### src/logic/rsq_pkg.sv
package rsq_pkg;

  // Core clock.
  localparam int CLK_PERIOD_NS = 10;

  // Power-up timer: slow internal oscillator periods of nominally 32 us each.
  localparam int PUT_TICK_US = 32;
  localparam int PUT_PERIODS = 2048;
  localparam int PUT_W = 11;
  localparam logic [PUT_W-1:0] PUT_LAST = 11'h7FF;

  // Oscillator start-up timer in main oscillator periods.
  localparam int OSU_PERIODS = 1024;
  localparam int OSU_W = 10;
  localparam logic [OSU_W-1:0] OSU_LAST = 10'h3FF;

  // PLL lock wait and program memory bias wait, least times rounded up.
  localparam int PLL_LOCK_NS = 2000000;
  localparam int PLL_LOCK_CYCLES = (PLL_LOCK_NS + CLK_PERIOD_NS - 1) / CLK_PERIOD_NS;
  localparam int BIAS_MIN_NS = 5000;
  localparam int BIAS_MAX_NS = 10000;
  localparam int BIAS_CYCLES = (BIAS_MIN_NS + CLK_PERIOD_NS - 1) / CLK_PERIOD_NS;
  localparam int WAIT_W = 18;

  // Register byte offsets.
  localparam logic [7:0] OFF_CAUSE = 8'h00;
  localparam logic [7:0] OFF_CFG = 8'h04;
  localparam logic [7:0] OFF_STACK = 8'h08;
  localparam logic [7:0] OFF_SEQ = 8'h0C;

  // Reset cause control fields.
  localparam int CAUSE_PRIO_EN = 7;
  localparam int FLAG_OPCODE = 4;
  localparam int FLAG_WDOG = 3;
  localparam int FLAG_SLEEP = 2;
  localparam int FLAG_POR = 1;
  localparam int FLAG_BROWN = 0;
  localparam logic [4:0] FLAGS_RESET = 5'h1F;
  localparam logic [4:0] FLAGS_POR = 5'h1C;

  // Configuration register fields.
  localparam int CFG_MODE_LSB = 0;
  localparam int CFG_PUT_OFF = 4;
  localparam int CFG_STK_RST = 5;
  localparam logic [7:0] CFG_RESET = 8'h05;

  // Stack status fields.
  localparam int STK_FULL = 7;
  localparam int STK_UNF = 6;

  // Program counter values.
  localparam int PC_W = 21;
  localparam logic [PC_W-1:0] RESET_VECTOR = 21'h000000;
  localparam logic [PC_W-1:0] VEC_HIGH = 21'h000008;
  localparam logic [PC_W-1:0] VEC_LOW = 21'h000018;
  localparam logic [PC_W-1:0] PC_STEP = 21'h000002;

  typedef enum logic [1:0] {
    PM_FULL = 2'b00,
    PM_RUN = 2'b01,
    PM_IDLE = 2'b10,
    PM_SLEEP = 2'b11
  } rsq_pm_t;

  typedef enum logic [3:0] {
    OSC_LOW_POWER_CRYSTAL = 4'b0000,
    OSC_STD_CRYSTAL = 4'b0001,
    OSC_FAST_CRYSTAL = 4'b0010,
    OSC_FAST_CRYSTAL_X4 = 4'b0011,
    OSC_EXT_CLOCK_GPIO = 4'b0100,
    OSC_EXT_CLOCK = 4'b0101,
    OSC_RESISTOR_CAP = 4'b0110,
    OSC_RESISTOR_CAP_GPIO = 4'b0111,
    OSC_INTERNAL_A = 4'b1000,
    OSC_INTERNAL_B = 4'b1001
  } rsq_osc_t;

  typedef enum logic [2:0] {
    ST_HOLD = 3'b000,
    ST_PUT = 3'b001,
    ST_OSU = 3'b010,
    ST_PLL = 3'b011,
    ST_BIAS = 3'b100,
    ST_RUN = 3'b101
  } rsq_state_t;

endpackage

### src/logic/rsq_sync.sv
`timescale 1ns/10ps
module rsq_sync #(
  parameter int W = 1
) (
  input wire logic pclk,
  input wire logic presetn,
  input wire logic [W-1:0] d,
  output logic [W-1:0] q
);
  logic [W-1:0] meta_r;

  always_ff @(posedge pclk or negedge presetn) begin
    if (!presetn) begin
      meta_r <= '0;
      q <= '0;
    end else begin
      meta_r <= d;
      q <= meta_r;
    end
  end
endmodule

### src/logic/rsq_timer.sv
`timescale 1ns/10ps
module rsq_timer #(
  parameter int W = 11
) (
  input wire logic pclk,
  input wire logic presetn,
  input wire logic start,
  input wire logic tick,
  input wire logic [W-1:0] last,
  output logic busy,
  output logic done
);
  logic [W-1:0] cnt_r;

  // Counts ticks from zero up to last; done pulses the cycle after the final tick.
  always_ff @(posedge pclk or negedge presetn) begin
    if (!presetn) begin
      cnt_r <= '0;
      busy <= 1'b0;
      done <= 1'b0;
    end else if (start) begin
      cnt_r <= '0;
      busy <= 1'b1;
      done <= 1'b0;
    end else if (busy && tick) begin
      if (cnt_r == last) begin
        busy <= 1'b0;
        done <= 1'b1;
      end else begin
        cnt_r <= cnt_r + 1'b1;
        done <= 1'b0;
      end
    end else begin
      done <= 1'b0;
    end
  end
endmodule

### src/logic/rsq_top.sv
// Implementation choices: the placing of the registers and the APB register port.
`timescale 1ns/10ps
module rsq_top #(
  parameter int PLL_LOCK_CYCLES = rsq_pkg::PLL_LOCK_CYCLES
) (
  input wire logic pclk,
  input wire logic presetn,
  input wire logic psel,
  input wire logic penable,
  input wire logic pwrite,
  input wire logic [7:0] paddr,
  input wire logic [31:0] pwdata,
  output logic [31:0] prdata,
  output logic pready,
  output logic pslverr,
  input wire logic por_active,
  input wire logic brownout_active,
  input wire logic ext_reset_pin_n,
  input wire logic slow_osc_clk,
  input wire logic main_osc_clk,
  input wire logic wdt_expiry,
  input wire logic reset_opcode,
  input wire logic stack_overflow,
  input wire logic stack_underflow,
  input wire logic wake_int,
  input wire logic wake_int_high,
  input wire logic high_int_global_enable,
  input wire logic low_int_global_enable,
  input wire logic [1:0] pm_mode,
  input wire logic [20:0] pc_now,
  output logic core_reset_n,
  output logic pc_load,
  output logic [20:0] pc_load_addr,
  output logic stack_clear,
  output logic stack_push,
  output logic wake_hold
);
  logic [4:0] pins_s;
  logic por_s, brown_s, pin_low, slow_s, osc_s;
  logic por_d_r, brown_d_r, pin_d_r, slow_d_r, osc_d_r;
  logic slow_tick, osc_tick;
  rsq_pkg::rsq_state_t state_r, state_nxt;
  logic wake_seq_r, wake_seq_nxt;
  logic wake_vec_r;
  logic [20:0] vec_addr_r;
  logic [7:0] cfg_r;
  logic [4:0] flags_r, flags_nxt;
  logic int_priority_enable_r, stk_full_r, stk_unf_r;
  logic core_reset_n_r, core_reset_n_nxt;
  logic pc_load_r, stack_clear_r, stack_push_r;
  logic [20:0] pc_load_addr_r;
  logic pready_r, pslverr_r;
  logic [31:0] prdata_r;
  rsq_pkg::rsq_osc_t osc_mode;
  logic put_off, stk_rst_en, crystal, x4, rc, lowpwr;
  logic hold, live, ev_por, ev_brown, ev_pin, ev_wdt_rst, ev_wdt_wake, ev_int_wake, ev_op, ev_stk;
  logic int_reset, any_reset, wake_ev, finish, hi_prio, vec_take;
  logic put_start, osu_start, wait_start, put_done, osu_done, wait_done;
  logic [rsq_pkg::WAIT_W-1:0] wait_last;
  logic wr, mapped;
  logic [7:0] rd_byte;

  rsq_sync #(.W(5)) u_sync (
    .pclk(pclk),
    .presetn(presetn),
    .d({por_active, brownout_active, ext_reset_pin_n, slow_osc_clk, main_osc_clk}),
    .q(pins_s)
  );

  assign por_s = pins_s[4];
  assign brown_s = pins_s[3];
  assign pin_low = ~pins_s[2];
  assign slow_s = pins_s[1];
  assign osc_s = pins_s[0];

  always_ff @(posedge pclk or negedge presetn) begin
    if (!presetn) begin
      por_d_r <= 1'b0;
      brown_d_r <= 1'b0;
      // The synced pin reads low just after reset; starting high here avoids a false pin event.
      pin_d_r <= 1'b1;
      slow_d_r <= 1'b0;
      osc_d_r <= 1'b0;
    end else begin
      por_d_r <= por_s;
      brown_d_r <= brown_s;
      pin_d_r <= pin_low;
      slow_d_r <= slow_s;
      osc_d_r <= osc_s;
    end
  end

  assign slow_tick = slow_s & ~slow_d_r;
  assign osc_tick = osc_s & ~osc_d_r;

  assign osc_mode = rsq_pkg::rsq_osc_t'(cfg_r[rsq_pkg::CFG_MODE_LSB +: 4]);
  assign put_off = cfg_r[rsq_pkg::CFG_PUT_OFF];
  assign stk_rst_en = cfg_r[rsq_pkg::CFG_STK_RST];
  assign crystal = (osc_mode == rsq_pkg::OSC_LOW_POWER_CRYSTAL) || (osc_mode == rsq_pkg::OSC_STD_CRYSTAL) ||
                   (osc_mode == rsq_pkg::OSC_FAST_CRYSTAL) || (osc_mode == rsq_pkg::OSC_FAST_CRYSTAL_X4);
  assign x4 = (osc_mode == rsq_pkg::OSC_FAST_CRYSTAL_X4);
  assign rc = (osc_mode == rsq_pkg::OSC_RESISTOR_CAP) || (osc_mode == rsq_pkg::OSC_RESISTOR_CAP_GPIO);
  assign lowpwr = (pm_mode == rsq_pkg::PM_IDLE) || (pm_mode == rsq_pkg::PM_SLEEP);

  // Events are made mutually exclusive here, highest cause first.
  assign hold = por_s | brown_s;
  assign ev_por = por_s & ~por_d_r;
  assign ev_brown = brown_s & ~brown_d_r & ~por_s;
  assign ev_pin = pin_low & ~pin_d_r & ~hold;
  assign live = (state_r == rsq_pkg::ST_RUN) & ~wake_seq_r & ~hold & ~pin_low;
  assign ev_wdt_rst = live & wdt_expiry & ~lowpwr;
  assign ev_wdt_wake = live & wdt_expiry & lowpwr;
  assign ev_int_wake = live & wake_int & lowpwr & ~wdt_expiry;
  assign ev_op = live & reset_opcode & ~lowpwr & ~wdt_expiry;
  assign ev_stk = live & stk_rst_en & (stack_overflow | stack_underflow) & ~lowpwr & ~wdt_expiry & ~reset_opcode;
  assign int_reset = ev_wdt_rst | ev_op | ev_stk;
  assign any_reset = ev_por | ev_brown | ev_pin | int_reset;
  assign wake_ev = ev_wdt_wake | ev_int_wake;
  // Without priority levels every interrupt takes the high vector.
  assign hi_prio = wake_int_high | ~int_priority_enable_r;
  assign vec_take = ev_int_wake & (hi_prio ? high_int_global_enable : low_int_global_enable);

  always_comb begin
    state_nxt = state_r;
    wake_seq_nxt = wake_seq_r;
    if (hold) begin
      state_nxt = rsq_pkg::ST_HOLD;
      wake_seq_nxt = 1'b0;
    end else begin
      case (state_r)
        rsq_pkg::ST_HOLD: begin
          if (!put_off) begin
            state_nxt = rsq_pkg::ST_PUT;
          end else if (crystal) begin
            state_nxt = rsq_pkg::ST_OSU;
          end else if (rc) begin
            state_nxt = rsq_pkg::ST_RUN;
          end else begin
            state_nxt = rsq_pkg::ST_BIAS;
          end
        end
        rsq_pkg::ST_PUT: begin
          if (put_done) begin
            state_nxt = crystal ? rsq_pkg::ST_OSU : rsq_pkg::ST_RUN;
          end
        end
        rsq_pkg::ST_OSU: begin
          if (osu_done) begin
            state_nxt = x4 ? rsq_pkg::ST_PLL : rsq_pkg::ST_RUN;
          end
        end
        rsq_pkg::ST_PLL: begin
          if (wait_done) begin
            state_nxt = rsq_pkg::ST_RUN;
          end
        end
        rsq_pkg::ST_BIAS: begin
          if (wait_done) begin
            state_nxt = rsq_pkg::ST_RUN;
          end
        end
        rsq_pkg::ST_RUN: begin
          if (wake_ev) begin
            wake_seq_nxt = 1'b1;
            state_nxt = crystal ? rsq_pkg::ST_OSU : rsq_pkg::ST_BIAS;
          end
        end
        default: begin
          state_nxt = rsq_pkg::ST_HOLD;
        end
      endcase
      // A wake ends when the core runs again, so live events are accepted afterwards.
      if (state_nxt == rsq_pkg::ST_RUN) begin
        wake_seq_nxt = 1'b0;
      end
      if (ev_pin) begin
        wake_seq_nxt = 1'b0;
      end
    end
  end

  assign finish = (state_nxt == rsq_pkg::ST_RUN) && (state_r != rsq_pkg::ST_RUN) && !hold;
  // The reset pin only gates the core; it never restarts the delays.
  assign core_reset_n_nxt = !hold && !pin_low && !int_reset &&
                            ((state_nxt == rsq_pkg::ST_RUN) || wake_seq_nxt);

  assign put_start = (state_nxt == rsq_pkg::ST_PUT) && (state_r != rsq_pkg::ST_PUT);
  assign osu_start = (state_nxt == rsq_pkg::ST_OSU) && (state_r != rsq_pkg::ST_OSU);
  assign wait_start = ((state_nxt == rsq_pkg::ST_PLL) && (state_r != rsq_pkg::ST_PLL)) ||
                      ((state_nxt == rsq_pkg::ST_BIAS) && (state_r != rsq_pkg::ST_BIAS));
  assign wait_last = (state_nxt == rsq_pkg::ST_PLL) ? rsq_pkg::WAIT_W'(PLL_LOCK_CYCLES - 1) :
                     rsq_pkg::WAIT_W'(rsq_pkg::BIAS_CYCLES - 1);

  rsq_timer #(.W(rsq_pkg::PUT_W)) u_put (
    .pclk(pclk),
    .presetn(presetn),
    .start(put_start),
    .tick(slow_tick),
    .last(rsq_pkg::PUT_LAST),
    .busy(),
    .done(put_done)
  );

  rsq_timer #(.W(rsq_pkg::OSU_W)) u_osu (
    .pclk(pclk),
    .presetn(presetn),
    .start(osu_start),
    .tick(osc_tick),
    .last(rsq_pkg::OSU_LAST),
    .busy(),
    .done(osu_done)
  );

  rsq_timer #(.W(rsq_pkg::WAIT_W)) u_wait (
    .pclk(pclk),
    .presetn(presetn),
    .start(wait_start),
    .tick(1'b1),
    .last(wait_last),
    .busy(),
    .done(wait_done)
  );

  always_ff @(posedge pclk or negedge presetn) begin
    if (!presetn) begin
      state_r <= rsq_pkg::ST_HOLD;
      wake_seq_r <= 1'b0;
      core_reset_n_r <= 1'b0;
    end else begin
      state_r <= state_nxt;
      wake_seq_r <= wake_seq_nxt;
      core_reset_n_r <= core_reset_n_nxt;
    end
  end

  always_ff @(posedge pclk or negedge presetn) begin
    if (!presetn) begin
      wake_vec_r <= 1'b0;
      vec_addr_r <= rsq_pkg::VEC_HIGH;
    end else if (wake_ev) begin
      wake_vec_r <= vec_take;
      vec_addr_r <= hi_prio ? rsq_pkg::VEC_HIGH : rsq_pkg::VEC_LOW;
    end
  end

  // Restart address and stack latch control.
  always_ff @(posedge pclk or negedge presetn) begin
    if (!presetn) begin
      pc_load_r <= 1'b0;
      pc_load_addr_r <= rsq_pkg::RESET_VECTOR;
      stack_clear_r <= 1'b0;
      stack_push_r <= 1'b0;
    end else if (any_reset) begin
      pc_load_r <= 1'b1;
      pc_load_addr_r <= rsq_pkg::RESET_VECTOR;
      stack_clear_r <= 1'b1;
      stack_push_r <= 1'b0;
    end else if (finish && wake_seq_r) begin
      pc_load_r <= 1'b1;
      pc_load_addr_r <= wake_vec_r ? vec_addr_r : pc_now + rsq_pkg::PC_STEP;
      stack_clear_r <= 1'b0;
      stack_push_r <= wake_vec_r;
    end else if (finish) begin
      pc_load_r <= 1'b1;
      pc_load_addr_r <= rsq_pkg::RESET_VECTOR;
      stack_clear_r <= 1'b1;
      stack_push_r <= 1'b0;
    end else begin
      pc_load_r <= 1'b0;
      stack_clear_r <= 1'b0;
      stack_push_r <= 1'b0;
    end
  end

  assign wr = psel && penable && pwrite && pready_r;

  // Hardware events override a software write in the same cycle.
  always_comb begin
    flags_nxt = flags_r;
    if (wr && (paddr == rsq_pkg::OFF_CAUSE)) begin
      flags_nxt = pwdata[4:0];
    end
    if (ev_por) begin
      flags_nxt = rsq_pkg::FLAGS_POR;
    end else if (ev_brown) begin
      flags_nxt[rsq_pkg::FLAG_OPCODE] = 1'b1;
      flags_nxt[rsq_pkg::FLAG_WDOG] = 1'b1;
      flags_nxt[rsq_pkg::FLAG_SLEEP] = 1'b1;
      flags_nxt[rsq_pkg::FLAG_BROWN] = 1'b0;
    end else if (ev_pin) begin
      flags_nxt[rsq_pkg::FLAG_WDOG] = 1'b1;
      if (lowpwr) begin
        flags_nxt[rsq_pkg::FLAG_SLEEP] = 1'b0;
      end
    end else if (ev_wdt_rst) begin
      flags_nxt[rsq_pkg::FLAG_WDOG] = 1'b0;
    end else if (ev_wdt_wake) begin
      flags_nxt[rsq_pkg::FLAG_WDOG] = 1'b0;
      flags_nxt[rsq_pkg::FLAG_SLEEP] = 1'b0;
    end else if (ev_int_wake) begin
      flags_nxt[rsq_pkg::FLAG_SLEEP] = 1'b0;
    end else if (ev_op) begin
      flags_nxt[rsq_pkg::FLAG_OPCODE] = 1'b0;
    end
  end

  always_ff @(posedge pclk or negedge presetn) begin
    if (!presetn) begin
      flags_r <= rsq_pkg::FLAGS_RESET;
      int_priority_enable_r <= 1'b0;
      cfg_r <= rsq_pkg::CFG_RESET;
    end else begin
      flags_r <= flags_nxt;
      if (wr && (paddr == rsq_pkg::OFF_CAUSE)) begin
        int_priority_enable_r <= pwdata[rsq_pkg::CAUSE_PRIO_EN];
      end
      if (wr && (paddr == rsq_pkg::OFF_CFG)) begin
        cfg_r <= pwdata[7:0];
      end
    end
  end

  always_ff @(posedge pclk or negedge presetn) begin
    if (!presetn) begin
      stk_full_r <= 1'b0;
      stk_unf_r <= 1'b0;
    end else if (ev_por) begin
      stk_full_r <= 1'b0;
      stk_unf_r <= 1'b0;
    end else begin
      stk_full_r <= stack_overflow | ((wr && (paddr == rsq_pkg::OFF_STACK)) ? pwdata[rsq_pkg::STK_FULL] : stk_full_r);
      stk_unf_r <= stack_underflow | ((wr && (paddr == rsq_pkg::OFF_STACK)) ? pwdata[rsq_pkg::STK_UNF] : stk_unf_r);
    end
  end

  always_comb begin
    mapped = 1'b1;
    case (paddr)
      rsq_pkg::OFF_CAUSE: rd_byte = {int_priority_enable_r, 2'h0, flags_r};
      rsq_pkg::OFF_CFG: rd_byte = cfg_r;
      rsq_pkg::OFF_STACK: rd_byte = {stk_full_r, stk_unf_r, 6'h00};
      rsq_pkg::OFF_SEQ: rd_byte = {3'h0, wake_seq_r, core_reset_n_r, state_r};
      default: begin
        rd_byte = 8'h00;
        mapped = 1'b0;
      end
    endcase
  end

  // Zero wait states: answer is ready in the first access cycle.
  always_ff @(posedge pclk or negedge presetn) begin
    if (!presetn) begin
      pready_r <= 1'b0;
      pslverr_r <= 1'b0;
      prdata_r <= 32'h00000000;
    end else begin
      pready_r <= psel && !penable;
      pslverr_r <= psel && !penable && !mapped;
      prdata_r <= (psel && !penable && !pwrite) ? {24'h000000, rd_byte} : 32'h00000000;
    end
  end

  assign prdata = prdata_r;
  assign pready = pready_r;
  assign pslverr = pslverr_r;
  assign core_reset_n = core_reset_n_r;
  assign pc_load = pc_load_r;
  assign pc_load_addr = pc_load_addr_r;
  assign stack_clear = stack_clear_r;
  assign stack_push = stack_push_r;
  assign wake_hold = wake_seq_r;

  // Helper counters watched only by the checks below.
  logic [10:0] osu_ticks_r;
  logic [9:0] bias_cyc_r;
  always_ff @(posedge pclk or negedge presetn) begin
    if (!presetn) begin
      osu_ticks_r <= 11'h000;
      bias_cyc_r <= 10'h000;
    end else begin
      osu_ticks_r <= (state_r == rsq_pkg::ST_OSU) ? osu_ticks_r + 11'(osc_tick) : 11'h000;
      bias_cyc_r <= (state_r == rsq_pkg::ST_BIAS) ? bias_cyc_r + 10'h001 : 10'h000;
    end
  end
endmodule

### config.mk
export PLATFORM = sky130hd
export DESIGN_NAME = rsq_top
export DESIGN_NICKNAME = d
export VERILOG_FILES = /design/src/logic/rsq_pkg.sv /design/src/logic/rsq_sync.sv /design/src/logic/rsq_timer.sv /design/src/logic/rsq_top.sv
export SDC_FILE = /design/constraint.sdc
export NUM_CORES = 1
export LEC_CHECK = 0
export CORE_ASPECT_RATIO = 0.8
export CORE_MARGIN = 3
export CORE_UTILIZATION = 40
export CTS_CLUSTER_SIZE = 14
export DETAILED_ROUTE_END_ITERATION = 12
export DONT_BUFFER_PORTS = 1
export HOLD_SLACK_MARGIN = 0.02
export SKIP_LAST_GASP = 1
export SLEW_MARGIN = 20
export SYNTH_ARGS = -nofsm -noshare
export SYNTH_HDL_FRONTEND = slang
export SYNTH_SLANG_ARGS = --single-unit
### constraint.sdc
create_clock -name pclk -period 2.9 [get_ports pclk]
set_input_delay 0.435 -clock pclk [delete_from_list [all_inputs] [get_ports pclk]]
set_output_delay 0.435 -clock pclk [all_outputs]
set_load 0.01 [all_outputs]
Yosys cells after proc, flatten, opt, wreduce, memory -nomap -nowiden
Index checks and enable logic that the tools add are counted.
{"block": "totals", "ff_bits": 137, "inputBits": 81, "out_inout_bits": 60, "elab_cells": 257}
{"block": "op_classes", "addsub": 4, "n_eq_ne": 32, "muxes": 84, "bitwise_logic": 49, "reduce_logical": 52}
{"op": "21-bit 2-to-1 mux", "count": 4}
{"op": "18-bit 2-to-1 mux", "count": 4}
{"op": "1-bit 2-to-1 mux", "count": 51}
{"op": "3-bit 2-to-1 mux", "count": 13}
{"op": "11-bit 2-to-1 mux", "count": 3}
{"op": "8-bit case mux with 4 select lines", "count": 1}
{"op": "10-bit 2-to-1 mux", "count": 3}
{"op": "1-bit bitwise AND", "count": 25}
{"op": "21-bit by 2-bit adder with 21-bit output, second input constant", "count": 1}
{"op": "1-bit logical AND", "count": 21}
{"op": "18-bit by 1-bit adder with 18-bit output, second input constant", "count": 1}
{"op": "18-bit equality test", "count": 1}
{"op": "8-bit by 4-bit equality test with 1-bit output, second input constant", "count": 2}
{"op": "3-bit equality test, second input constant", "count": 5}
{"op": "3-bit case mux with 5 select lines", "count": 1}
{"op": "1-bit inverter", "count": 13}
{"op": "3-bit by 2-bit equality test with 1-bit output, second input constant", "count": 4}
{"op": "2-bit nonzero test", "count": 6}
{"op": "11-bit by 1-bit adder with 11-bit output, second input constant", "count": 1}
{"op": "11-bit equality test, second input constant", "count": 1}
{"op": "1-bit bitwise OR", "count": 11}
{"op": "10-bit by 1-bit adder with 10-bit output, second input constant", "count": 1}
{"op": "10-bit equality test, second input constant", "count": 1}
{"op": "5-bit 2-to-1 mux", "count": 2}
{"op": "23 further kinds", "count": 45}

Logic depth before layout (Yosys ltp)
Gate-level depths: netlist (run 1).
{"block": "logic_depth", "depth_word": 18, "ltp_mapped": 8, "ltp_nobuf": 7}

Modules after synthesis
From an unflattened synthesis (run 1), not the netlist that was laid out.
{"block": "unflattened", "cells_unflattened": 748, "area_unflattened_um2": 7299.5}
{"mod": "rsq_top", "n_inst": 1, "cells_each": 374, "area_per_inst_um2": 3593.4, "seq_area_each_um2": 1561.5}
{"mod": "rsq_timer at u_wait", "n_inst": 1, "cells_each": 163, "area_per_inst_um2": 1529.0, "seq_area_each_um2": 500.5}
{"mod": "rsq_timer at u_put", "n_inst": 1, "cells_each": 108, "area_per_inst_um2": 1003.5, "seq_area_each_um2": 325.3}
{"mod": "rsq_timer at u_osu", "n_inst": 1, "cells_each": 93, "area_per_inst_um2": 923.4, "seq_area_each_um2": 300.3}
{"mod": "rsq_sync", "n_inst": 1, "cells_each": 10, "area_per_inst_um2": 250.2, "seq_area_each_um2": 250.2}

Least setup slack after synthesis (run 1)
No wires, ideal clock.
{"block": "synth_path", "kind": "reg2reg", "from": "register u_sync.q[3]", "to": "register u_wait.cnt_r[5]", "setup_ns": 0.080, "arrival_time_ns": 2.277, "slack_ns": 0.543, "path_stages_with_launch": 8, "synth_period_minus_slack_ns": 2.357, "path_cell_list": "dfrtp_1 -> nor4b_4 -> nand3_2 -> o211a_4 -> o311a_4 -> buf_6 -> or4_1 -> a21oi_1"}
{"block": "synth_between", "elab_chain_len": 17, "word_cells_on_any_way": 25, "classes_between": "eq/ne: 4; mux: 6; bitwise: 10; reduce/logical: 5"}
{"item": "start, declared", "line_no": "rsq_sync.sv:8", "text": "output logic [W-1:0] q"}
{"item": "start signal, assigned", "line_no": "rsq_sync.sv:18", "text": "q <= meta_r;"}
{"item": "1-bit bitwise OR (*)", "line_no": "rsq_top.sv:106", "text": "assign hold = por_s | brown_s;"}
{"item": "1-bit inverter", "line_no": "rsq_top.sv:110", "text": "assign live = (state_r == rsq_pkg::ST_RUN) & ~wake_seq_r & ~hold & ~pin_low;"}
{"item": "1-bit bitwise AND (2 in series)", "line_no": "rsq_top.sv:110"}
{"item": "1-bit bitwise AND (3 in series)", "line_no": "rsq_top.sv:113", "text": "assign ev_int_wake = live & wake_int & lowpwr & ~wdt_expiry;"}
{"item": "1-bit bitwise OR", "line_no": "rsq_top.sv:118", "text": "assign wake_ev = ev_wdt_wake | ev_int_wake;"}
{"item": "3-bit 2-to-1 mux", "line_no": "rsq_top.sv:163", "text": "if (wake_ev) begin"}
{"item": "3-bit case mux with 5 select lines", "line_no": "rsq_top.sv:130", "text": "case (state_r)"}
{"item": "3-bit 2-to-1 mux", "line_no": "rsq_top.sv:126", "text": "if (hold) begin"}
{"item": "3-bit 2-to-1 mux (*)", "line_no": "rsq_top.sv:126"}
{"item": "3-bit by 2-bit equality test with 1-bit output or 3-bit equality test (tied branches)", "line_no": "rsq_top.sv:189, rsq_top.sv:191, rsq_top.sv:190"}
{"item": "18-bit 2-to-1 mux, or another cell as far along", "line_no": "rsq_top.sv:191", "text": "assign wait_last = (state_nxt == rsq_pkg::ST_PLL) ? rsq_pkg::WAIT_W'(PLL_LOCK_CYCLES - 1) :"}
{"item": "18-bit equality test or 1-bit logical OR (tied branches)", "line_no": "rsq_timer.sv:26, rsq_top.sv:189"}
{"item": "2-bit by 1-bit != test with 1-bit output (no source line) or 2-bit nonzero test (tied branches)"}
{"item": "2-bit AND reduction (no source line)"}
{"item": "end signal, assigned", "line_no": "rsq_timer.sv:30", "text": "cnt_r <= cnt_r + 1'b1;"}
{"item": "end, declared", "line_no": "rsq_timer.sv:13", "text": "logic [W-1:0] cnt_r;"}
Mark *: on every way between the ends. The rest lies on a longest branch, timed or not. The select of a mux whose other input is x is not followed.
A chain may end at the register's enable or synchronous reset.

Final worst setup path (run 1)
{"block": "layout_path", "from": "register state_r[2]", "to": "register u_wait.cnt_r[3]"}
{"block": "layout_between", "elab_chain_len": 17, "word_cells_on_any_way": 36, "classes_between": "eq/ne: 11; mux: 9; bitwise: 9; reduce/logical: 7"}
{"item": "start, declared", "line_no": "rsq_top.sv:42", "text": "rsq_pkg::rsq_state_t state_r, state_nxt;"}
{"item": "start signal, assigned", "line_no": "rsq_top.sv:226", "text": "state_r <= rsq_pkg::ST_HOLD;"}
{"item": "start signal, assigned", "line_no": "rsq_top.sv:230", "text": "state_r <= state_nxt;"}
{"item": "3-bit equality test", "line_no": "rsq_top.sv:110, rsq_top.sv:130"}
{"item": "1-bit bitwise AND (3 in series)", "line_no": "rsq_top.sv:110"}
{"item": "1-bit bitwise AND (3 in series)", "line_no": "rsq_top.sv:113"}
{"item": "1-bit bitwise OR", "line_no": "rsq_top.sv:118"}
{"item": "3-bit 2-to-1 mux", "line_no": "rsq_top.sv:163"}
{"item": "3-bit case mux with 5 select lines", "line_no": "rsq_top.sv:130"}
{"item": "3-bit 2-to-1 mux (2 in series)", "line_no": "rsq_top.sv:126"}
{"item": "3-bit by 2-bit equality test with 1-bit output or 3-bit equality test (tied branches)", "line_no": "rsq_top.sv:189, rsq_top.sv:191, rsq_top.sv:190"}
{"item": "18-bit 2-to-1 mux, or another cell as far along", "line_no": "rsq_top.sv:191"}
{"item": "18-bit equality test or 1-bit logical OR (tied branches)", "line_no": "rsq_timer.sv:26, rsq_top.sv:189"}
{"item": "2-bit by 1-bit != test with 1-bit output (no source line) or 2-bit nonzero test (tied branches)"}
{"item": "2-bit AND reduction (no source line)"}
Parallel ways exist; a longest one is shown, timed or not. The select of a mux whose other input is x is not followed.

==> metrics.txt, run 1 <==
# TYPE chip_impl_metric gauge
chip_impl_metric{name="die_height",unit="um"} 116
chip_impl_metric{name="final_hold_viol_count",unit=""} 117
chip_impl_metric{name="min_period_over_period",unit=""} 0.881
chip_impl_metric{name="finalHoldWorstSlack",unit="ps"} -281
chip_impl_metric{name="floorplan.io_pins",unit=""} 141
chip_impl_info{name="setup.worst_path.end_class",value="register"} 1
chip_impl_info{name="critical_path.startpoint_type",value="register"} 1
chip_impl_metric{name="setup-tns-final",unit="ps"} 0
chip_impl_metric{name="die_x_extent",unit="um"} 143
chip_impl_metric{name="hpwl",unit="um"} 9410
chip_impl_metric{name="clock_path_buffers",unit=""} 2
chip_impl_metric{name="antenna_found_initial",unit=""} 0
chip_impl_info{name="violations",value="hold timing"} 1
chip_impl_metric{name="period_needed",unit="ps"} 2550
chip_impl_metric{name="grt_pass1_wl",unit="um"} 22400
chip_impl_metric{name="power.net_switching",unit="mW"} 0.994
chip_impl_metric{name="setup_viol",unit=""} 0
chip_impl_metric{name="power.share.switching",unit=""} 0.238
chip_impl_metric{name="finish.net_count",unit=""} 703
chip_impl_metric{name="dpl_cell_area",unit="sq um"} 6150
chip_impl_info{name="synth_flop_cell",value="dfrtp_1"} 1
chip_impl_metric{name="post_drt_via_cell_ratio",unit=""} 5.47
chip_impl_metric{name="yosysSeqAreaShare",unit=""} 0.487
chip_impl_metric{name="max_freq",unit="GHz"} 0.391
chip_impl_metric{name="route.detailed.wl_per_inst",unit="um"} 16.6
chip_impl_metric{name="globalRoute.totalOverflow",unit=""} 0
chip_impl_metric{name="number_of_enable_flip_flop_cells_after_synthesis",unit=""} 0
chip_impl_metric{name="largest_fanout_of_any_net_on_the_critical_path",unit=""} 15
chip_impl_metric{name="route.vias.total",unit=""} 4454
chip_impl_metric{name="detail_route.drc_violations",unit=""} 0
chip_impl_info{name="tritoncts",value="built"} 1
chip_impl_metric{name="slew-limit-headroom",unit=""} 0.449
chip_impl_metric{name="post_cts.repair.setup_buffers",unit=""} 0
chip_impl_info{name="ctsRootBufferMaster",value="clkbuf_16"} 1
chip_impl_metric{name="required",unit="ps"} 3230
chip_impl_metric{name="irDropWorstVdd",unit="V"} 0.000394
chip_impl_metric{name="cts_resized",unit=""} 0
chip_impl_metric{name="stdcell_count",unit=""} 814
chip_impl_metric{name="worst_slew_pin_slew",unit="ps"} 825
chip_impl_metric{name="detail_route.first_pass.iterations",unit=""} 5
chip_impl_info{name="min_path_type",value="in -> async"} 1
chip_impl_metric{name="area_growth_syn_to_layout",unit="%"} 11.4
chip_impl_info{name="layout_commonest_cell",value="dfrtp_1"} 1
chip_impl_info{name="mostFrequentLayoutCells",value="109 x dfrtp_1, 71 x nor2_1, 66 x nand2_1"} 1
chip_impl_metric{name="clk_transition_reported_paths",unit="ps"} 60
chip_impl_metric{name="total_power_after_layout",unit="mW"} 4.17
chip_impl_metric{name="ant_nets",unit=""} 0
chip_impl_metric{name="num_antenna_cells",unit=""} 0
chip_impl_metric{name="detailedRoute.firstIterationViolations",unit=""} 190
chip_impl_metric{name="num_rows",unit=""} 39
chip_impl_metric{name="critical_path_s_largest_stage_delay",unit="ps"} 640
chip_impl_metric{name="initial_utilization",unit=""} 0.415
chip_impl_metric{name="place_inst",unit=""} 783
chip_impl_metric{name="synthDistinctLibCells",unit=""} 59
chip_impl_metric{name="power.clock.fraction",unit=""} 0.489
chip_impl_metric{name="slew_violations",unit=""} 0
chip_impl_metric{name="clock-skew-final",unit="ps"} 9.94
chip_impl_metric{name="dpl_worst_slack",unit="ps"} 333
chip_impl_metric{name="postRouteWirelength",unit="um"} 13500
chip_impl_info{name="critical-path-slowest-cell",value="dfrtp_1"} 1
chip_impl_metric{name="critPathArrivalTime",unit="ps"} 2890
chip_impl_metric{name="avg_cell_area_syn",unit="sq um"} 9.86
chip_impl_metric{name="gp_routability_congestion",unit=""} 0.825
chip_impl_info{name="worst-setup-path-type",value="reg -> reg"} 1
chip_impl_metric{name="total_of_max_cap_violations",unit=""} 0
chip_impl_metric{name="layout_setup_ws",unit="ps"} 345
chip_impl_metric{name="power_density_relative_to_cell_area",unit="nW/um^2"} 621
chip_impl_metric{name="cts_inserted_buffers",unit=""} 17
chip_impl_metric{name="ys.warnings.count",unit=""} 0
chip_impl_info{name="worstPathCellList",value="and3b_1 > nand3_2 > o211a_4 > o311a_4 > or4_1 > a21oi_1"} 1
chip_impl_metric{name="globalRouteTotalUtil",unit=""} 0.168
chip_impl_metric{name="flops_latches_synth",unit=""} 117
chip_impl_metric{name="leakagePower",unit="nW"} 2.97
chip_impl_metric{name="p_comb_frac",unit=""} 0.071
chip_impl_metric{name="drive_above_1_share",unit=""} 0.102
chip_impl_metric{name="design.die.area",unit="sq um"} 16600
chip_impl_metric{name="cts_htree_levels",unit=""} 4
chip_impl_metric{name="synthesis.area",unit="sq um"} 6040
chip_impl_metric{name="p_int",unit="mW"} 3.18
chip_impl_metric{name="clkSinkCount",unit=""} 117
chip_impl_metric{name="share_seq_of_total_power",unit=""} 0.440
chip_impl_metric{name="finalInstanceArea",unit="sq um"} 6720
chip_impl_metric{name="clock_latency",unit="ps"} 410
chip_impl_info{name="setup_repair_after_global_routing_missed_its_margin",value="false"} 1
chip_impl_info{name="outcome",value="finished with violations"} 1
chip_impl_metric{name="share_of_flip_flops_with_an_asynchronous_set_or_reset_after_synthesis",unit=""} 1.00
chip_impl_metric{name="postSynthCellCount",unit=""} 612
chip_impl_metric{name="port-buffer-count",unit=""} 0
chip_impl_metric{name="vias_in_the_first_global_route",unit=""} 4397
chip_impl_metric{name="core_footprint",unit="sq um"} 14500
chip_impl_metric{name="grt_max_degree",unit=""} 118
chip_impl_metric{name="fillCellCount",unit=""} 1368
-- final timing paths --
path | startpoint | end | slack (ps) | depth (start not counted)
max in group asynchronous | presetn | cfg_r[2]$_DFFE_PN1P_ | 2960 | 0
max | state_r[2]$_DFF_PN0_ | u_wait.cnt_r[3]$_DFFE_PN0P_ | 350 | 6
min reg2reg | u_sync.meta_r[3]$_DFF_PN0_ | u_sync.q[3]$_DFF_PN0_ | 340 | 0
min | presetn | prdata[5]$_DFF_PN0_ | -280 | 0
min in group pclk | por_active | u_sync.meta_r[4]$_DFF_PN0_ | 50 | 0
max reg2reg | state_r[2]$_DFF_PN0_ | u_wait.cnt_r[3]$_DFFE_PN0P_ | 350 | 6
-- kinds of logic (layout without fill, tap and decap cells) --
logic type               count (synthesis)  count (layout)  share of synthesized area
AO/OA/AOI/OAI                           76              76                     0.0862
other                                    1              24                   0.000621
buffers and inverters                   65              60                     0.0580
multiplexers                            44              44                     0.0752
XOR/XNOR                                47              47                     0.0682
flip-flops                             117             117                      0.487
AND/OR/NAND/NOR                        258             258                      0.217
adder cells (fa/ha/maj)                  4               4                    0.00829
-- metal layers --
metal  vias to the layer above  global-route usage  share of wire
met5                         -                   0              0
met1                      2185               0.239           0.48
met4                         0              0.0464          0.010
met2                       144               0.247           0.44
li1                       2114                   -              -
met3                        11              0.0573          0.074
-- Yosys cell counts, types with 2 or more instances --
master    count  area, sq um
o32ai_1       6         52.6
nor2b_1       9         56.3
nor2_1       71          267
nand2b_1      8         50.1
buf_2         7         35.0
a211o_1       2         17.5
and2_1        3         18.8
buf_4        24          180
o211ai_1      3         22.5
mux2i_1      33          330
a31oi_1       7         43.8
o31ai_1       6         45.0
a22oi_1       2         15.0
dfstp_2       8          210
and4_1        4         35.0
nand3_1      22          110
ha_1          4         50.1
a21oi_1      18         90.1
o21a_1        2         15.0
or4_1         7         52.6
nand2_1      66          248
inv_1        20         75.1
dfrtp_1     109         2730
mux2_2       11          124
xnor2_1      22          193
nor4b_1       3         26.3
and2_0        2         12.5
nand4_1      16          100
o21ai_0      15         75.1
nor3b_1       2         15.0
xor2_1       25          219
and3_1       12         75.1
clkbuf_1     13         48.8
nor3_1        8         40.0
nand3b_1      3         22.5
nor4bb_1      2         20.0
a21o_1        3         22.5
nor4_1       11         68.8
nand4b_1      2         17.5
a211oi_1      2         15.0
-- critical path: cells and delay by family, from the launching register on --
kind,cells,cell delay [ps]
compound gates,3,830
flops,1,640
simple gates,3,1010
-- layout make-up --
| class | count | area (sq um) | area share |
|---|---|---|---|
| inverter | 20 | 75.1 | 0.0112 |
| multi-input combinational | 453 | 2840 | 0.422 |
| tap | 184 | 230 | 0.0342 |
| clock inverter | 9 | 103 | 0.0153 |
| clock buffer | 22 | 474 | 0.0705 |
| timing repair buffer | 9 | 67.6 | 0.0100 |
| sequential | 117 | 2940 | 0.437 |
-- power groups by stage --
stage               Combinational, mW  Sequential [mW]  Clock (mW)
global placement                0.282             1.86           0
global route                    0.341             1.85        2.17
detailed placement              0.293             1.86           0
floorplan                       0.277             1.82           0
finish                          0.296             1.84        2.04
CTS                             0.299             1.83        2.08
-- state kept, by name, indices dropped and copies added (netlist names), 3 cells and up --
signal	cells
u_wait.cnt_r	18
prdata	8
u_sync.q	5
u_sync.meta_r	5
cfg_r	8
u_put.cnt_r	11
pc_load_addr	21
flags_r	5
state_r	3
u_osu.cnt_r	10
-- per-stage QoR --
step,utilization,hold slack [ps]
final,0.462,-281
after global routing,0.462,-303
after CTS,0.462,-298
after detailed placement,0.423,143
after global placement,0.423,142
after floorplan,-,139
Note: power is estimated with default switching activity, not from simulation.
==> run 2: changes to the inputs <==
--- a/config.mk
+++ b/config.mk
@@ -5,13 +5,17 @@
 export SDC_FILE = /design/constraint.sdc
 export NUM_CORES = 1
 export LEC_CHECK = 0
+export CELL_PAD_IN_SITES_DETAIL_PLACEMENT = 1
+export CELL_PAD_IN_SITES_GLOBAL_PLACEMENT = 2
 export CORE_ASPECT_RATIO = 0.8
 export CORE_MARGIN = 3
-export CORE_UTILIZATION = 40
+export CORE_UTILIZATION = 39
 export CTS_CLUSTER_SIZE = 14
 export DETAILED_ROUTE_END_ITERATION = 12
 export DONT_BUFFER_PORTS = 1
 export HOLD_SLACK_MARGIN = 0.02
+export PLACE_DENSITY_LB_ADDON = 0.1
+export RECOVER_POWER = 100
 export SKIP_LAST_GASP = 1
 export SLEW_MARGIN = 20
 export SYNTH_ARGS = -nofsm -noshare
==> metrics.txt, run 2 (synthesis results as in run 1) <==
# TYPE chip_impl_metric gauge
chip_impl_metric{name="largest_fanout_of_any_net_on_the_critical_path",unit=""} 15
chip_impl_metric{name="drive_above_1_share",unit=""} 0.0973
chip_impl_metric{name="num_antenna_cells",unit=""} 0
chip_impl_metric{name="slew-limit-headroom",unit=""} 0.519
chip_impl_info{name="worstPathCellList",value="and3b_1 > nand3_1 > o211a_4 > o311a_4 > or4_1 > a21oi_1"} 1
chip_impl_info{name="layout_commonest_cell",value="dfrtp_1"} 1
chip_impl_metric{name="die_x_extent",unit="um"} 145
chip_impl_metric{name="postRouteWirelength",unit="um"} 15100
chip_impl_metric{name="vias_in_the_first_global_route",unit=""} 4561
chip_impl_metric{name="grt_max_degree",unit=""} 118
chip_impl_metric{name="slew_violations",unit=""} 0
chip_impl_metric{name="rrSetupSlack",unit="ps"} 290
chip_impl_metric{name="final_hold_viol_count",unit=""} 117
chip_impl_metric{name="max_freq",unit="GHz"} 0.383
chip_impl_info{name="critical_path.startpoint_type",value="register"} 1
chip_impl_metric{name="place_inst",unit=""} 811
chip_impl_metric{name="hpwl",unit="um"} 10700
chip_impl_metric{name="power_density_relative_to_cell_area",unit="nW/um^2"} 616
chip_impl_info{name="worstReg2RegStart",value="state_r[2]$_DFF_PN0_"} 1
chip_impl_metric{name="port-buffer-count",unit=""} 0
chip_impl_metric{name="stdcell_count",unit=""} 847
chip_impl_metric{name="core_footprint",unit="sq um"} 15100
chip_impl_metric{name="irDropWorstVdd",unit="V"} 0.000384
chip_impl_metric{name="clock-skew-final",unit="ps"} 7.10
chip_impl_metric{name="route.vias.total",unit=""} 4431
chip_impl_info{name="min_path_type",value="in -> async"} 1
chip_impl_metric{name="critPathArrivalTime",unit="ps"} 2950
chip_impl_metric{name="globalRouteTotalUtil",unit=""} 0.182
chip_impl_metric{name="clk_transition_reported_paths",unit="ps"} 50
chip_impl_metric{name="finish.net_count",unit=""} 709
chip_impl_metric{name="setup_viol",unit=""} 0
chip_impl_info{name="ctsRootBufferMaster",value="clkbuf_16"} 1
chip_impl_metric{name="leakagePower",unit="nW"} 2.99
chip_impl_metric{name="gp_routability_congestion",unit=""} 0.776
chip_impl_metric{name="design.die.area",unit="sq um"} 17000
chip_impl_metric{name="die_height",unit="um"} 117
chip_impl_metric{name="setup-tns-final",unit="ps"} 0
chip_impl_info{name="delay_heaviest_family_cp",value="simple AND/OR/NAND/NOR gates"} 1
chip_impl_metric{name="clock_latency",unit="ps"} 420
chip_impl_metric{name="globalRoute.totalOverflow",unit=""} 0
chip_impl_metric{name="detail_route.drc_violations",unit=""} 0
chip_impl_metric{name="max_reg_flops",unit=""} 21
chip_impl_info{name="critical-path-slowest-cell",value="dfrtp_1"} 1
chip_impl_metric{name="dpl_worst_slack",unit="ps"} 270
chip_impl_metric{name="required",unit="ps"} 3240
chip_impl_metric{name="post_cts.repair.setup_buffers",unit=""} 0
chip_impl_metric{name="worst_slew_pin_slew",unit="ps"} 715
chip_impl_metric{name="detailedRoute.firstIterationViolations",unit=""} 143
chip_impl_metric{name="floorplan.io_pins",unit=""} 141
chip_impl_metric{name="ant_nets",unit=""} 0
chip_impl_metric{name="grt_pass1_wl",unit="um"} 24500
chip_impl_metric{name="layout_setup_ws",unit="ps"} 292
chip_impl_metric{name="period_needed",unit="ps"} 2610
chip_impl_metric{name="detail_route.first_pass.iterations",unit=""} 7
chip_impl_metric{name="worstPathBufferInverterCount",unit=""} 0
chip_impl_metric{name="post_drt_via_cell_ratio",unit=""} 5.23
chip_impl_metric{name="min_period_over_period",unit=""} 0.899
chip_impl_metric{name="route.detailed.wl_per_inst",unit="um"} 17.8
chip_impl_info{name="setup_repair_after_global_routing_missed_its_margin",value="false"} 1
chip_impl_metric{name="area_growth_syn_to_layout",unit="%"} 12.7
chip_impl_info{name="tritoncts",value="built"} 1
chip_impl_metric{name="r2r.worst_path.cells",unit=""} 6
chip_impl_metric{name="clock_path_buffers",unit=""} 2
chip_impl_metric{name="fillCellCount",unit=""} 1677
chip_impl_info{name="setup.worst_path.end_class",value="register"} 1
chip_impl_metric{name="cts_resized",unit=""} 0
chip_impl_metric{name="clkSinkCount",unit=""} 117
chip_impl_info{name="reg2reg_to",value="u_wait.cnt_r[2]$_DFFE_PN0P_"} 1
chip_impl_metric{name="finalHoldWorstSlack",unit="ps"} -287
chip_impl_metric{name="num_rows",unit=""} 40
chip_impl_metric{name="cts_htree_levels",unit=""} 4
chip_impl_info{name="outcome",value="finished with violations"} 1
chip_impl_metric{name="cts_inserted_buffers",unit=""} 17
chip_impl_info{name="mostFrequentLayoutCells",value="109 x dfrtp_1, 71 x nor2_1, 66 x nand2_1"} 1
chip_impl_metric{name="critical_path_s_largest_stage_delay",unit="ps"} 620
chip_impl_metric{name="antenna_found_initial",unit=""} 0
chip_impl_metric{name="total_of_max_cap_violations",unit=""} 0
chip_impl_info{name="worst-setup-path-type",value="reg -> reg"} 1
chip_impl_metric{name="initial_utilization",unit=""} 0.401
chip_impl_info{name="violations",value="hold timing"} 1
run 2: cell types whose count changed in the layout (fill, tap and decap cells not counted), moves of 2 or more:
cell	previous run	this run
buf_4	9	5
clkbuf_2	0	3
clkbuf_8	3	1
clkinv_4	0	3
dfstp_1	0	2
dfstp_2	8	6
dlygate4sd3_1	0	4
run 2: worst max-delay path by stage:
stage / startpoint / to / slack, ps / cells past startpoint
6_report: state_r[2]$_DFF_PN0_ / u_wait.cnt_r[2]$_DFFE_PN0P_ / 290 / 6
5_1_grt: state_r[1]$_DFF_PN0_ / u_wait.cnt_r[3]$_DFFE_PN0P_ / 40 / 7
4_1_cts: state_r[1]$_DFF_PN0_ / u_wait.cnt_r[3]$_DFFE_PN0P_ / 270 / 7
3_5_place_dp: state_r[1]$_DFF_PN0_ / u_wait.cnt_r[2]$_DFFE_PN0P_ / 270 / 7
3_3_place_gp: state_r[1]$_DFF_PN0_ / u_wait.cnt_r[6]$_DFFE_PN0P_ / 380 / 7
2_1_floorplan: u_sync.q[3]$_DFF_PN0_ / u_wait.cnt_r[5]$_DFFE_PN0P_ / 540 / 7
run 2: stage by stage:
step                area [sq um]  utilization  power [mW]
global placement            6210        0.412        2.14
finish                      6800        0.451        4.19
detailed placement          6210        0.412        2.17
CTS                         6790        0.451        4.24
floorplan                   6120            -        2.10
global route                6800        0.451        4.40
run 2: routing by layer:
| layer | global-route usage | share of wire |
|---|---|---|
| met1 | 0.258 | 0.50 |
| met2 | 0.269 | 0.44 |
| met3 | 0.0570 | 0.045 |
| met4 | 0.0531 | 0.0088 |
| met5 | 0 | 0 |
run 2: where the power goes:
group          internal [mW]  leakage, nW  switching [mW]  total (mW)
clock network           1.28        0.278           0.762        2.04
registers               1.72         1.48           0.118        1.84
logic                  0.139         1.23           0.168       0.307
total                   3.14         2.99            1.05        4.19
run 2: cell type report:
cell class,instances,area [sq um],area share
Inverter,20,75.1,0.0110
Clock inverter,13,134,0.0197
Sequential cell,117,2940,0.432
Clock buffer,19,443,0.0651
Multi-Input combinational cell,453,2830,0.416
Tap cell,210,263,0.0386
Timing Repair Buffer,15,120,0.0177
==> run 3: changes to the inputs <==
--- a/config.mk
+++ b/config.mk
@@ -21,3 +21,4 @@
 export SYNTH_ARGS = -nofsm -noshare
 export SYNTH_HDL_FRONTEND = slang
 export SYNTH_SLANG_ARGS = --single-unit
+export TNS_END_PERCENT = 30
==> constraint.sdc (replaced) <==
create_clock -name pclk -period 2.9 [get_ports pclk]
set_input_delay 0.87 -clock pclk [delete_from_list [all_inputs] [get_ports pclk]]
set_output_delay 0.87 -clock pclk [all_outputs]
set_load 0.01 [all_outputs]
==> metrics.txt, run 3 (synthesis results as in run 1) <==
# TYPE chip_impl_metric gauge
chip_impl_metric{name="die_height",unit="um"} 117
chip_impl_info{name="setup_repair_after_global_routing_missed_its_margin",value="false"} 1
chip_impl_metric{name="route.detailed.wl_per_inst",unit="um"} 18.2
chip_impl_metric{name="clk_transition_reported_paths",unit="ps"} 60
chip_impl_metric{name="hpwl",unit="um"} 10900
chip_impl_metric{name="finalCoreUtilization",unit=""} 0.450
chip_impl_metric{name="total_of_max_cap_violations",unit=""} 0
chip_impl_metric{name="detail_route.first_pass.iterations",unit=""} 4
chip_impl_metric{name="cts_inserted_buffers",unit=""} 17
chip_impl_metric{name="max_reg_flops",unit=""} 21
chip_impl_info{name="critical_path.startpoint_type",value="register"} 1
chip_impl_metric{name="grt_pass1_wl",unit="um"} 25200
chip_impl_metric{name="place_inst",unit=""} 810
chip_impl_info{name="min_path_type",value="in -> async"} 1
chip_impl_info{name="worst-setup-path-type",value="reg -> reg"} 1
chip_impl_info{name="tritoncts",value="built"} 1
chip_impl_metric{name="globalRouteTotalUtil",unit=""} 0.186
chip_impl_metric{name="core_footprint",unit="sq um"} 15100
chip_impl_metric{name="num_antenna_cells",unit=""} 0
chip_impl_metric{name="num_rows",unit=""} 40
chip_impl_metric{name="power_density_relative_to_cell_area",unit="nW/um^2"} 633
chip_impl_metric{name="route.vias.total",unit=""} 4474
chip_impl_metric{name="cts_resized",unit=""} 0
chip_impl_metric{name="floorplan.io_pins",unit=""} 141
chip_impl_metric{name="met2_length",unit="um"} 7060
chip_impl_metric{name="largest_fanout_of_any_net_on_the_critical_path",unit=""} 13
chip_impl_metric{name="wl_met3",unit="um"} 708
chip_impl_info{name="ctsRootBufferMaster",value="clkbuf_16"} 1
chip_impl_metric{name="ant_nets",unit=""} 0
chip_impl_info{name="setup.worst_path.end_class",value="register"} 1
chip_impl_metric{name="leakagePower",unit="nW"} 2.98
chip_impl_info{name="outcome",value="completed"} 1
chip_impl_info{name="dr.max_layer_used",value="met4"} 1
chip_impl_metric{name="die_x_extent",unit="um"} 145
chip_impl_metric{name="critical_path_s_largest_stage_delay",unit="ps"} 520
chip_impl_info{name="worstPathCellList",value="nor4b_4 > nand3_1 > o211a_4 > o311a_4 > or4_1 > a21oi_1"} 1
chip_impl_metric{name="critPathArrivalTime",unit="ps"} 2970
chip_impl_metric{name="worst_slew_pin_slew",unit="ps"} 700
chip_impl_info{name="delay_heaviest_family_cp",value="simple AND/OR/NAND/NOR gates"} 1
chip_impl_metric{name="irDropWorstVdd",unit="V"} 0.000378
chip_impl_metric{name="period_needed",unit="ps"} 2630
chip_impl_metric{name="min_period_over_period",unit=""} 0.908
chip_impl_metric{name="detail_route.drc_violations",unit=""} 0
chip_impl_metric{name="initial_utilization",unit=""} 0.401
chip_impl_metric{name="postRouteWirelength",unit="um"} 15400
chip_impl_metric{name="cts_htree_levels",unit=""} 4
chip_impl_metric{name="finalInstanceArea",unit="sq um"} 6780
chip_impl_metric{name="setup_viol",unit=""} 0
chip_impl_metric{name="max_freq",unit="GHz"} 0.380
chip_impl_info{name="layout_commonest_cell",value="dfrtp_1"} 1
chip_impl_metric{name="globalRoute.totalOverflow",unit=""} 0
chip_impl_metric{name="stdcell_count",unit=""} 842
chip_impl_metric{name="m1WireLength",unit="um"} 7470
chip_impl_metric{name="slew-limit-headroom",unit=""} 0.530
chip_impl_metric{name="clock_path_buffers",unit=""} 2
chip_impl_metric{name="gp_routability_congestion",unit=""} 0.771
chip_impl_metric{name="antenna_found_initial",unit=""} 0
chip_impl_metric{name="design.die.area",unit="sq um"} 17000
chip_impl_metric{name="finalHoldWorstSlack",unit="ps"} 146
chip_impl_metric{name="setup-tns-final",unit="ps"} 0
chip_impl_metric{name="cts-hold-fix-buffers",unit=""} 0
chip_impl_metric{name="required",unit="ps"} 3230
chip_impl_metric{name="grt_max_degree",unit=""} 118
chip_impl_metric{name="drive_above_1_share",unit=""} 0.0997
chip_impl_metric{name="final_hold_viol_count",unit=""} 0
chip_impl_metric{name="vias_in_the_first_global_route",unit=""} 4678
chip_impl_metric{name="worstPathBufferInverterCount",unit=""} 0
chip_impl_metric{name="clock-skew-final",unit="ps"} 8.77
chip_impl_metric{name="finish.net_count",unit=""} 704
chip_impl_metric{name="dpl_cell_area",unit="sq um"} 6200
chip_impl_metric{name="clock_latency",unit="ps"} 410
chip_impl_metric{name="area_growth_syn_to_layout",unit="%"} 12.4
chip_impl_info{name="mostFrequentLayoutCells",value="109 x dfrtp_1, 71 x nor2_1, 66 x nand2_1"} 1
chip_impl_metric{name="post_cts.repair.setup_buffers",unit=""} 0
chip_impl_metric{name="clkSinkCount",unit=""} 117
chip_impl_metric{name="detailedRoute.firstIterationViolations",unit=""} 193
chip_impl_metric{name="port-buffer-count",unit=""} 0
chip_impl_metric{name="post_drt_via_cell_ratio",unit=""} 5.31
chip_impl_metric{name="slew_violations",unit=""} 0
chip_impl_info{name="critical-path-slowest-cell",value="or4_1"} 1
run 3: worst paths after layout:
check                           cells after the start                        from  slack, ps                     endpoint
max in group asynchronous                           0                     presetn       2520            pin_d_r$_DFF_PN1_
worst min register to register                      0  u_sync.meta_r[2]$_DFF_PN0_        350        u_sync.q[2]$_DFF_PN0_
worst min-delay path                                0                     presetn        150         cfg_r[5]$_DFFE_PN0P_
worst max-delay path                                6       u_sync.q[3]$_DFF_PN0_        270  u_wait.cnt_r[3]$_DFFE_PN0P_
min in group pclk                                   0  u_sync.meta_r[2]$_DFF_PN0_        350        u_sync.q[2]$_DFF_PN0_
worst max register to register                      6       u_sync.q[3]$_DFF_PN0_        270  u_wait.cnt_r[3]$_DFFE_PN0P_
run 3: where the power goes:
| part | leakage (nW) | internal [mW] | switching [mW] |
|---|---|---|---|
| Clock | 0.290 | 1.35 | 0.792 |
| Sequential | 1.48 | 1.72 | 0.114 |
| Combinational | 1.21 | 0.136 | 0.173 |
run 3: per-stage QoR:
stage	power [mW]	worst slack [ps]
final	4.29	265
after global routing	4.53	73.5
after CTS	4.36	303
after detailed placement	2.17	298
after global placement	2.15	353
after floorplan	2.10	519
run 3: layout make-up:
cell class	instances	area (sq um)
Fill cell	1707	8280
Clock buffer	17	425
Multi-Input combinational cell	453	2830
Sequential cell	117	2940
Clock inverter	15	180
Inverter	20	75.1
Tap cell	210	263
Timing Repair Buffer	10	72.6
run 3: per-layer routing:
layer / track usage / vias to the layer above
li1: - / 2113
met1: 0.259 / 2264
met2: 0.284 / 84
met3: 0.0577 / 13
met4: 0.0519 / 0
met5: 0 / -
